==> src/hw/dsb_pkg.sv <==
// constants and types shared by the deep sleep status block
package dsb_pkg;
   // register byte offsets on the bus
   localparam logic [3:0] OFF_RST_CTRL = 4'h0;
   localparam logic [3:0] OFF_SUPPLY = 4'h4;
   localparam logic [3:0] OFF_DS_CTRL = 4'h8;
   localparam logic [3:0] OFF_WAKE = 4'hc;
   // reset_control_status field positions
   localparam int RC_CORE_POR = 0;
   localparam int RC_FLASH_BIAS = 8;
   // supply_reset_status field positions
   localparam int SR_BACKUP_EXIT = 0;
   localparam int SR_BACKUP_POR = 1;
   localparam int SR_POWERUP = 2;
   localparam int SR_BROWNOUT = 3;
   // deep_sleep_control field positions
   localparam int DC_HOLD = 0;
   localparam int DC_BROWNOUT = 1;
   localparam int DC_SELECT = 15;
   // deep_sleep_wake_cause field positions
   localparam int WK_SUPPLY_POR = 0;
   localparam int WK_EXT_RESET = 2;
   localparam int WK_ALARM = 3;
   localparam int WK_WATCHDOG = 4;
   localparam int WK_FAULT = 7;
   // values after power-on and writable masks
   localparam logic [15:0] RST_CTRL_RESET = 16'h0001;
   localparam logic [15:0] RST_CTRL_MASK = 16'h0101;
   localparam logic [15:0] SUPPLY_RESET = 16'h000e;
   localparam logic [15:0] SUPPLY_MASK = 16'h000f;
   localparam logic [15:0] DS_CTRL_RESET = 16'h0000;
   localparam logic [15:0] DS_CTRL_MASK = 16'h8003;
   localparam logic [15:0] WAKE_RESET = 16'h0000;
   localparam logic [15:0] WAKE_MASK = 16'h009d;
   // bus phase states
   typedef enum logic [2:0] {
      DSB_IDLE = 3'b001,
      DSB_WRITE = 3'b010,
      DSB_READ = 3'b100
   } dsb_bus_t;
endpackage

==> src/hw/dsb_flag_bank.sv <==
// bank of hardware-set flags with software clear, set wins
`timescale 1ns/100ps
module dsb_flag_bank #(
   parameter int WIDTH = 16,
   parameter logic [15:0] INIT = 16'h0000
) (
   // clock and reset
   input wire logic clk_i,
   input wire logic rst_i,
   // events and clears
   input wire logic [WIDTH-1:0] set_i,
   input wire logic [WIDTH-1:0] clr_i,
   // flag state
   output logic [WIDTH-1:0] flag_o
);
   initial begin
      if (WIDTH < 1 || WIDTH > 16) $error("flag bank width out of range");
   end
   logic [WIDTH-1:0] flag_q;
   logic [WIDTH-1:0] flag_d;
   always_comb begin
      flag_d = (flag_q & ~clr_i) | set_i;
   end
   always_ff @(posedge clk_i or posedge rst_i) begin
      if (rst_i) begin
         flag_q <= INIT[WIDTH-1:0];
      end else begin
         flag_q <= flag_d;
      end
   end
   assign flag_o = flag_q;
endmodule

==> src/hw/dsb_double_write.sv <==
// unlock that lets a value through only on its second write
`timescale 1ns/100ps
module dsb_double_write #(
   parameter int WIDTH = 16
) (
   // clock and reset
   input wire logic clk_i,
   input wire logic rst_i,
   // write strobe and data
   input wire logic wr_i,
   input wire logic [WIDTH-1:0] data_i,
   // commit pulse
   output logic commit_o
);
   initial begin
      if (WIDTH < 1) $error("double write width too small");
   end
   logic armed_q;
   logic [WIDTH-1:0] val_q;
   always_ff @(posedge clk_i or posedge rst_i) begin
      if (rst_i) begin
         armed_q <= 1'b0;
         val_q <= '0;
      end else if (wr_i) begin
         armed_q <= ~(armed_q && val_q == data_i);
         val_q <= data_i;
      end
   end
   assign commit_o = wr_i && armed_q && val_q == data_i;
endmodule

==> src/hw/dsb_top.sv <==
// deep sleep, supply reset and wake cause status with an ahb-lite slave
`timescale 1ns/100ps
module dsb_top (
   // clock and reset
   input wire logic clk_i,
   input wire logic rst_i,
   // ahb-lite slave
   input wire logic hsel_i,
   input wire logic [31:0] haddr_i,
   input wire logic [1:0] htrans_i,
   input wire logic hwrite_i,
   input wire logic [2:0] hsize_i,
   input wire logic [31:0] hwdata_i,
   input wire logic hready_i,
   output logic [31:0] hrdata_o,
   output logic hreadyout_o,
   output logic hresp_o,
   // supply and reset events, one-cycle pulses; backup_present_i and main_supply_ok_i are levels
   input wire logic supply_brownout_i,
   input wire logic supply_powerup_i,
   input wire logic core_por_i,
   input wire logic backup_present_i,
   input wire logic backup_low_i,
   input wire logic first_powerup_i,
   input wire logic main_supply_ok_i,
   // sleep events
   input wire logic sleep_instr_i,
   input wire logic ds_wake_i,
   input wire logic ds_brownout_enable_i,
   input wire logic ds_supply_low_i,
   input wire logic ds_fault_i,
   input wire logic ds_watchdog_i,
   input wire logic ds_alarm_i,
   input wire logic ext_reset_enable_i,
   input wire logic ext_reset_i,
   input wire logic supply_por_detect_i,
   // power and pin control outputs
   output logic deep_sleep_o,
   output logic sleep_o,
   output logic flash_bias_on_o,
   output logic pin_hold_o,
   output logic on_backup_o,
   output logic por_request_o
);
   typedef struct packed {
      dsb_pkg::dsb_bus_t ph;
      logic [3:0] addr;
      logic [31:0] rdata;
      logic [15:0] rst_ctrl;
      logic [15:0] ds_ctrl;
      logic in_deep;
      logic in_sleep;
      logic on_backup;
      logic por_req;
      logic bias;
   } dsb_state_t;

   dsb_state_t s_q;
   dsb_state_t s_d;
   logic [3:0] sup_flags;
   logic [3:0] sup_set;
   logic [3:0] sup_clr;
   logic [7:0] wake_flags;
   logic [7:0] wake_set;
   logic [7:0] wake_clr;
   logic wr_sup;
   logic wr_wake;
   logic wr_dsc;
   logic wr_rc;
   logic wake_commit;
   logic dsc_commit;
   logic [15:0] wd;
   logic take;

   function automatic logic [15:0] read_reg(input logic [3:0] a, input logic [15:0] rc,
         input logic [15:0] sr, input logic [15:0] dc, input logic [15:0] wk);
      case (a)
         dsb_pkg::OFF_RST_CTRL: read_reg = rc & dsb_pkg::RST_CTRL_MASK;
         dsb_pkg::OFF_SUPPLY: read_reg = sr & dsb_pkg::SUPPLY_MASK;
         dsb_pkg::OFF_DS_CTRL: read_reg = dc & dsb_pkg::DS_CTRL_MASK;
         dsb_pkg::OFF_WAKE: read_reg = wk & dsb_pkg::WAKE_MASK;
         default: read_reg = 16'h0000;
      endcase
   endfunction

   assign wd = hwdata_i[15:0];
   assign take = hsel_i && hready_i && htrans_i[1];
   assign wr_rc = s_q.ph == dsb_pkg::DSB_WRITE && s_q.addr == dsb_pkg::OFF_RST_CTRL;
   assign wr_sup = s_q.ph == dsb_pkg::DSB_WRITE && s_q.addr == dsb_pkg::OFF_SUPPLY;
   assign wr_dsc = s_q.ph == dsb_pkg::DSB_WRITE && s_q.addr == dsb_pkg::OFF_DS_CTRL;
   assign wr_wake = s_q.ph == dsb_pkg::DSB_WRITE && s_q.addr == dsb_pkg::OFF_WAKE;

   // supply flags: hardware sets, software zero bits clear
   always_comb begin
      sup_set = '0;
      sup_set[dsb_pkg::SR_BROWNOUT] = supply_brownout_i;
      sup_set[dsb_pkg::SR_POWERUP] = supply_powerup_i;
      sup_set[dsb_pkg::SR_BACKUP_POR] = (core_por_i && !backup_present_i)
         || (s_q.on_backup && backup_low_i) || first_powerup_i;
      sup_set[dsb_pkg::SR_BACKUP_EXIT] = core_por_i && s_q.on_backup
         && backup_present_i;
      sup_clr = wr_sup ? ~wd[3:0] : 4'h0;
   end

   dsb_flag_bank #(
      .WIDTH(4),
      .INIT(dsb_pkg::SUPPLY_RESET)
   ) u_supply (
      .clk_i(clk_i),
      .rst_i(rst_i),
      .set_i(sup_set),
      .clr_i(sup_clr),
      .flag_o(sup_flags)
   );

   dsb_double_write #(
      .WIDTH(16)
   ) u_wake_unlock (
      .clk_i(clk_i),
      .rst_i(rst_i),
      .wr_i(wr_wake),
      .data_i(wd),
      .commit_o(wake_commit)
   );

   dsb_double_write #(
      .WIDTH(16)
   ) u_sel_unlock (
      .clk_i(clk_i),
      .rst_i(rst_i),
      .wr_i(wr_dsc),
      .data_i(wd),
      .commit_o(dsc_commit)
   );

   // wake cause flags
   always_comb begin
      wake_set = '0;
      wake_set[dsb_pkg::WK_FAULT] = s_q.in_deep && ds_fault_i;
      wake_set[dsb_pkg::WK_WATCHDOG] = s_q.in_deep && ds_watchdog_i;
      wake_set[dsb_pkg::WK_ALARM] = s_q.in_deep && ds_alarm_i;
      wake_set[dsb_pkg::WK_EXT_RESET] = s_q.in_deep && ext_reset_enable_i
         && ext_reset_i;
      wake_set[dsb_pkg::WK_SUPPLY_POR] = supply_por_detect_i;
      wake_set = wake_set | (wake_commit ? wd[7:0] & dsb_pkg::WAKE_MASK[7:0] : 8'h00);
      wake_clr = wake_commit ? ~wd[7:0] : 8'h00;
   end

   dsb_flag_bank #(
      .WIDTH(8),
      .INIT(dsb_pkg::WAKE_RESET)
   ) u_wake (
      .clk_i(clk_i),
      .rst_i(rst_i),
      .set_i(wake_set),
      .clr_i(wake_clr),
      .flag_o(wake_flags)
   );

   always_comb begin
      s_d = s_q;
      s_d.por_req = 1'b0;
      // bus phases
      case (s_q.ph)
         dsb_pkg::DSB_IDLE,
         dsb_pkg::DSB_WRITE,
         dsb_pkg::DSB_READ: begin
            s_d.ph = dsb_pkg::DSB_IDLE;
            if (take) begin
               s_d.ph = hwrite_i ? dsb_pkg::DSB_WRITE : dsb_pkg::DSB_READ;
               s_d.addr = haddr_i[3:0];
               if (!hwrite_i) begin
                  s_d.rdata = {16'h0000, read_reg(haddr_i[3:0], s_q.rst_ctrl,
                     {12'h000, sup_flags}, s_q.ds_ctrl, {8'h00, wake_flags})};
               end
            end
         end
         default: s_d.ph = dsb_pkg::DSB_IDLE;
      endcase
      // unmapped upper addresses: read zero, write lands nowhere
      if (take && haddr_i[31:4] != 28'h0000_000) begin
         s_d.addr = 4'h1;
         s_d.rdata = 32'h0000_0000;
      end
      // reset control register
      if (wr_rc) begin
         s_d.rst_ctrl = (s_q.rst_ctrl & ~wd) | 16'h0000;
         s_d.rst_ctrl[dsb_pkg::RC_FLASH_BIAS] = wd[dsb_pkg::RC_FLASH_BIAS];
         s_d.rst_ctrl[dsb_pkg::RC_CORE_POR] = s_q.rst_ctrl[dsb_pkg::RC_CORE_POR]
            & wd[dsb_pkg::RC_CORE_POR];
      end
      if (core_por_i) begin
         s_d.rst_ctrl[dsb_pkg::RC_CORE_POR] = 1'b1;
      end
      // deep sleep control register
      if (wr_dsc) begin
         s_d.ds_ctrl[dsb_pkg::DC_HOLD] = wd[dsb_pkg::DC_HOLD];
         s_d.ds_ctrl[dsb_pkg::DC_BROWNOUT] = s_q.ds_ctrl[dsb_pkg::DC_BROWNOUT]
            & wd[dsb_pkg::DC_BROWNOUT];
      end
      if (dsc_commit) begin
         s_d.ds_ctrl[dsb_pkg::DC_SELECT] = wd[dsb_pkg::DC_SELECT];
      end
      if (s_q.in_deep && ds_brownout_enable_i && ds_supply_low_i) begin
         s_d.ds_ctrl[dsb_pkg::DC_BROWNOUT] = 1'b1;
      end
      // sleep entry and exit
      if (sleep_instr_i && !s_q.in_deep && !s_q.in_sleep) begin
         if (s_q.ds_ctrl[dsb_pkg::DC_SELECT]) begin
            s_d.in_deep = 1'b1;
            s_d.ds_ctrl[dsb_pkg::DC_HOLD] = 1'b1;
         end else begin
            s_d.in_sleep = 1'b1;
         end
      end
      if (ds_wake_i || ext_reset_i) begin
         s_d.in_sleep = 1'b0;
      end
      if (s_q.in_deep && (ds_wake_i || wake_set[7:2] != 6'h00)) begin
         s_d.in_deep = 1'b0;
         s_d.ds_ctrl[dsb_pkg::DC_SELECT] = 1'b0;
      end
      // main supply loss and return
      if (!main_supply_ok_i) begin
         s_d.on_backup = 1'b1;
         s_d.in_deep = 1'b0;
         s_d.in_sleep = 1'b0;
      end else if (s_q.on_backup) begin
         s_d.on_backup = 1'b0;
         s_d.por_req = 1'b1;
      end
      s_d.bias = s_d.rst_ctrl[dsb_pkg::RC_FLASH_BIAS] || !(s_d.in_sleep
         || s_d.in_deep);
   end

   always_ff @(posedge clk_i or posedge rst_i) begin
      if (rst_i) begin
         s_q.ph <= dsb_pkg::DSB_IDLE;
         s_q.addr <= 4'h0;
         s_q.rdata <= 32'h0000_0000;
         s_q.rst_ctrl <= dsb_pkg::RST_CTRL_RESET;
         s_q.ds_ctrl <= dsb_pkg::DS_CTRL_RESET;
         s_q.in_deep <= 1'b0;
         s_q.in_sleep <= 1'b0;
         s_q.on_backup <= 1'b0;
         s_q.por_req <= 1'b0;
         s_q.bias <= 1'b1;
      end else begin
         s_q <= s_d;
      end
   end

   assign hrdata_o = s_q.rdata;
   assign hreadyout_o = 1'b1;
   assign hresp_o = 1'b0;
   assign deep_sleep_o = s_q.in_deep;
   assign sleep_o = s_q.in_sleep;
   assign flash_bias_on_o = s_q.bias;
   assign pin_hold_o = s_q.ds_ctrl[dsb_pkg::DC_HOLD];
   assign on_backup_o = s_q.on_backup;
   assign por_request_o = s_q.por_req;
endmodule

==> config.mk <==
export PLATFORM = sky130hd
export DESIGN_NAME = dsb_top
export DESIGN_NICKNAME = d
export VERILOG_FILES = /design/src/hw/dsb_pkg.sv /design/src/hw/dsb_flag_bank.sv /design/src/hw/dsb_double_write.sv /design/src/hw/dsb_top.sv
export SDC_FILE = /design/constraint.sdc
export NUM_CORES = 1
export LEC_CHECK = 0
export BUFFER_PORTS_ARGS = -buffer_cell sky130_fd_sc_hd__buf_2
export CORE_UTILIZATION = 50
export CTS_CLUSTER_DIAMETER = 200
export DETAILED_ROUTE_END_ITERATION = 7
export HOLD_SLACK_MARGIN = 0.02
export PLACE_DENSITY = 0.86
export SLEW_MARGIN = 20
export SYNTH_ARGS = -nofsm -noshare
export SYNTH_HDL_FRONTEND = slang
export SYNTH_SLANG_ARGS = --single-unit
==> constraint.sdc <==
create_clock -name clk_i -period 2.5 [get_ports clk_i]
set_input_delay 0.125 -clock clk_i [delete_from_list [all_inputs] [get_ports clk_i]]
set_output_delay 0.125 -clock clk_i [all_outputs]
set_load 0.05 [all_outputs]
### After elaboration in Yosys (flattened, before gate mapping)

Index checks and enable logic that the tools add are counted.

| storage, ports and cells | value |
|---|---|
| bits of input ports | 91 |
| register bits after elaboration | 109 |
| output and inout port bits | 40 |
| word-level logic and storage cells | 121 |

| operators by class | value |
|---|---|
| eq/ne operators | 12 |
| bitwise gates (word level) | 15 |
| mux-type cells | 25 |
| reductions and logical operators | 49 |

Operators with widths:

| kind | number |
|---|---|
| $mux 36 | 2 |
| $pmux 16 s4 | 1 |
| $mux 39 | 1 |
| $eq 16x16->1 | 2 |
| $mux 32 | 1 |
| $reduce_bool 28->1 | 1 |
| $logic_and 1x1->1 | 27 |
| $and 16x16->16 | 1 |
| $eq 4x4->1 const B | 4 |
| $mux 8 | 2 |
| $not 16->16 | 1 |
| $not 8->8 | 2 |
| $or 8x8->8 | 2 |
| $mux 1 | 10 |
| $reduce_bool 2->1 | 5 |
| $mux 3 | 3 |
| $mux 9 | 1 |
| $and 8x8->8 | 1 |
| $eq 4x3->1 const B | 2 |
| $logic_not 4->1 | 2 |
| $not 4->4 | 2 |
| $logic_or 1x1->1 | 6 |
| $mux 2 | 3 |
| $reduce_bool 6->1 | 1 |
| other kinds (13) | 18 |

### Depth between registers and ports, before layout

| logic depth | value |
|---|---|
| depth after elaboration | 14 |
| depth in mapped cells | 8 |
| depth with buffers taken out | 5 |

### Cells and area by module

Synthesis repeated with hierarchy kept, for this count alone.

| second synthesis, totals | value |
|---|---|
| cell total of the unflattened synthesis | 323 |
| area, all modules | 3,687.3 um^2 |

Modules (own cells, without submodules):

| module | seq. area each (um^2) | area an instance (um^2) | times used | cells each |
|---|---|---|---|---|
| dsb_top | 629.4 | 1,624.1 | 1 | 165 |
| dsb_double_write | 425.4 | 808.3 | 2 | 60 |
| dsb_flag_bank (u_wake) | 200.2 | 294.0 | 1 | 25 |
| dsb_flag_bank (u_supply) | 103.8 | 152.6 | 1 | 13 |

### Worst setup path before layout

OpenSTA, ideal clock, no wires.

| path | value |
|---|---|
| path kind | register to register |
| from | register s_q[69] (netlist bit) |
| to | register u_wake.flag_q[0], in the netlist u_wake.flag_o[0] |
| buffers on the path | 1 |
| path slack | 0.455 ns |
| arrival | 1.921 ns |
| setup time | 0.124 ns |
| stages on the path, launching flop included | 7 |
| required time | 2.376 ns |
| period minus slack after synthesis | 2.045 ns |
| cells stage by stage | dfrtp_1 nor4_4 nand4_2 or3_1 buf_2 o21a_1 a211o_1 |

| on the way | value |
|---|---|
| cells in the longest elaborated chain, start to end | 8 |
| elaborated cells on any way between the ends | 10 |
| those cells by class | 1 x eq/ne; 2 x mux; 4 x bitwise; 3 x reduce/logical |

RTL lines:

| item | RTL line | source |
|---|---|---|
| start: declaration | dsb_top.sv:58 | `dsb_state_t s_q;` |
| $eq 4x4->1 (*) | dsb_top.sv:91 | `assign wr_wake = s_q.ph == dsb_pkg::DSB_WRITE && s_q.addr == dsb_pkg::OFF_WAKE;` |
| $logic_and 1x1->1 (*) | dsb_top.sv:91 |  |
| $logic_and 1x1->1 (*) (2 in series) | dsb_double_write.sv:29 | `assign commit_o = wr_i && armed_q && val_q == data_i;` |
| $mux 8 | dsb_top.sv:146 | `wake_clr = wake_commit ? ~wd[7:0] : 8'h00;` |
| $not 8->8 | dsb_flag_bank.sv:22 | `flag_d = (flag_q & ~clr_i) \| set_i;` |
| $and 8x8->8 | dsb_flag_bank.sv:22 |  |
| $or 8x8->8 (*) | dsb_flag_bank.sv:22 |  |
| named net u_wake.flag_d[0] | dsb_flag_bank.sv:20 | `logic [WIDTH-1:0] flag_d;` |
| end signal: assignment | dsb_flag_bank.sv:26 | `flag_q <= INIT[WIDTH-1:0];` |
| end signal: assignment | dsb_flag_bank.sv:28 | `flag_q <= flag_d;` |
| end: declaration | dsb_flag_bank.sv:19 | `logic [WIDTH-1:0] flag_q;` |

Mark *: on every way through the listed nets, which the timed path passes. The rest lies on a longest branch.
A chain may end at the register's enable or synchronous reset.

### Final worst setup path

| path | value |
|---|---|
| from | register s_q[69] (netlist bit) |
| to | register u_wake.flag_q[7], in the netlist u_wake.flag_o[7] |

The elaborated chain is that of the path after synthesis.

==> results.md <==
* Status: finished clean
* Xor/xnor share of the synthesized area at 0.0769
* Clk Latency, worst-skew pair at 0.35 ns
* Worst-path clk slew at 0.07 ns
* Main flop type after synthesis: dfrtp_1
* Max cap viols at 0
* Total grt overflow at 0
* Post-synthesis mux area share at 0.0580
* Post-Route M1 WL at 3.52 mm
* Vias per cell at 5.29
* Final Power at 2350 uW
* Placed Area at 0.00400 sq mm
* CTS H-Tree Depth at 3
* CTS buffer count at 9
* Total number of vias at 2954
* IO Pins at 131
* GP Congestion at 0.866
* Warning count from the yosys run at 0
* DR WL met2 at 4.34 mm
* Crit-path cells: nor4_4 > nand4_2 > or3_1 > o21a_1 > a221o_1
* Setup violations, final at 0
* Sequential fraction of the synthesis area at 0.469
* Antenna violation net count after detailed routing at 0
* Commonest non-fill, non-tap cell in the layout: buf_2
* Post-Syn Instances at 374
* Post-synthesis async set-or-reset flop share at 1.00
* Pins Over Slew Limit at 0
* Average wire per cell in the routed design at 15.2 microns
* Least-Margin Pin Slew at 0.771 ns
* Ant. Diodes at 0
* Placed insts at 532
* Top sig layer: met4
* Hold Path Class: in2reg
* Die height at 87.4 microns
* Antenna violations before repair at 0
* Most frequent cells in the layout: buf_2 (84), dfrtp_1 (62), nand2_1 (59)
* Final period utilization at 0.845
* Critical path arrival at 2.35 ns
* Adder-cell share of the synthesized area at 0
* CP top delay family: simple AND/OR/NAND/NOR gates
* Unique masters post-synth at 50
* CTS tree: built
* Gr usage total at 0.238
* Total Wirelength at 8.46 mm
* Post-Synth Simple-Gate Area at 0.211
* Worst Path Max Fanout at 6
* Worst Setup Start Kind: flop
* Core Rows at 30
* Initial Util at 0.528
* Core area at 0.00691 sq mm
* Post-CTS Resized at 0
* Leak pwr at 0.00202 uW
* Layout net count at 548
* Final Hold Viols at 0
* Final core utilization at 0.623
* Yosys reg bits at 68
* 1st-pass router iterations at 4
* Compound-Gate Fraction of Synth Area at 0.0830
* Die width at 87.4 microns
* RSZ-0062 raised after global routing: no
* Peak supply drop at 438 uV
* Per-instance average area after synthesis at 9.75 sq um
* Root Buffer: clkbuf_8
* Slew headroom at 0.479
* Number of enable flip-flop cells after synthesis at 0
* Slowest CP cell: or3_1
* CTS Sinks at 68
* Detailed Route Iter0 Violations at 171
* Clock Path Buffers at 2
* DIE AREA at 0.00764 sq mm
* First-pass GRT wire length at 13.6 mm
* CP bufs+invs at 0
* IO Port Bufs at 84
* Vias in the first global route at 2871
* DRC at 0
* Critical path data required time at 2.73 ns
* Area Growth Syn to Fin at 18.0%
* Setup_tns at 0 ns
* CP Capture Type: flop
* Pwr dens at 546 mW/mm^2
* Clk_skew at 0.00663 ns
* Syn Std Cell Area at 0.00365 sq mm
* Largest family of logic cells by synthesized area: simple AND/OR/NAND/NOR gates
* Max frequency at 473 MHz
* Layout cells sized above 1 at 0.286
* Minimum clock period at 2.11 ns
* Met3 WL at 491 microns
* Non-Filler Instances at 558
* Largest net degree at the start of global routing at 26
* Cts hold-fix bufs at 10
* CP Class: reg2reg
* DP HPWL at 6.39 mm
* Setup Fix Bufs, Post-CTS at 0
* Crit path largest cell delay at 0.51 ns
* Final instance area at 0.00430 sq mm
-- logic make-up (layout without fill, tap and decap cells) --
logic type / count (synthesis) / after routing
buf+inv: 63 / 127
mux: 18 / 18
compound gates: 45 / 45
simple gates: 146 / 146
flops: 68 / 68
xor+xnor: 32 / 32
other cells: 2 / 26
-- layout make-up --
type	instances	area, sq um
Clock buffer	11	151
Timing Repair Buffer	101	573
Clock inverter	5	50.0
Sequential cell	68	1710
Multi-Input combinational cell	267	1660
Tap cell	96	120
Fill cell	590	2610
Inverter	10	37.5
-- cell usage after synthesis, types with 7 or more instances --
cell type	count	area share
nor4_1	15	0.026
o21ai_0	19	0.026
nand3_1	17	0.023
nand2b_1	7	0.012
dfrtp_1	62	0.43
xnor2_1	9	0.022
mux2_2	15	0.046
xor2_1	23	0.055
clkbuf_1	16	0.016
buf_4	34	0.070
inv_1	10	0.010
nand2_1	59	0.061
nor2_1	9	0.0093
-- path summary, 6_finish.rpt --
check,start,end,slack [ns],depth (start not counted)
setup / recovery,s_q[69]$_DFFE_PP0P_,u_wake.flag_o[7]$_DFF_PP0_,0.39,5
hold / removal,backup_low_i,u_supply.flag_o[1]$_DFF_PP1_,0.02,3
setup reg to reg,s_q[69]$_DFFE_PP0P_,u_wake.flag_o[7]$_DFF_PP0_,0.39,5
hold reg to reg,s_q[21]$_DFFE_PP1P_,s_q[21]$_DFFE_PP1P_,0.48,2
max in group asynchronous,rst_i,u_supply.flag_o[3]$_DFF_PP1_,1.43,4
min in group asynchronous,rst_i,u_sel_unlock.val_q[12]$_DFFE_PP0P_,0.34,3
-- sequential cells by signal (all words and copies together) (netlist names) --
name and flops:
u_supply.flag_o 4, flash_bias_on_o 1, por_request_o 1, hrdata_o 8, pin_hold_o 1, u_sel_unlock.val_q 16, u_wake.flag_o 5, on_backup_o 1
u_wake_unlock.armed_q 1, u_wake_unlock.val_q 16, u_sel_unlock.armed_q 1, s_q 11, deep_sleep_o 1, sleep_o 1
-- metrics by stage --
| step | worst slack [ns] | hold WS, ns |
|---|---|---|
| global route | 0.225 | 0.0241 |
| global placement | 0.447 | 0.167 |
| CTS | 0.390 | 0.0234 |
| floorplan | 0.455 | 0.207 |
| detailed placement | 0.411 | 0.170 |
| finish | 0.387 | 0.0244 |
-- worst min-delay path: cells and delay by family --
family	cells	cell delay, ns
AO/OA/AOI/OAI	1	0.07
buffers and inverters	1	0.09
AND/OR/NAND/NOR	1	0.06
-- metal layers --
metal	track usage	up-vias
met4	0.0686	0
met5	0	-
met2	0.413	110
li1	-	1404
met1	0.289	1428
met3	0.0673	12
-- where the power goes --
group	internal, uW	leakage, uW	total (uW)	switching, uW
Sequential	1120	0.000770	1130	11.6
Clock	508	0.000109	924	416
Combinational	95.6	0.00114	298	202
Total	1720	0.00202	2350	630
Note: power is estimated with default switching activity, not from simulation.
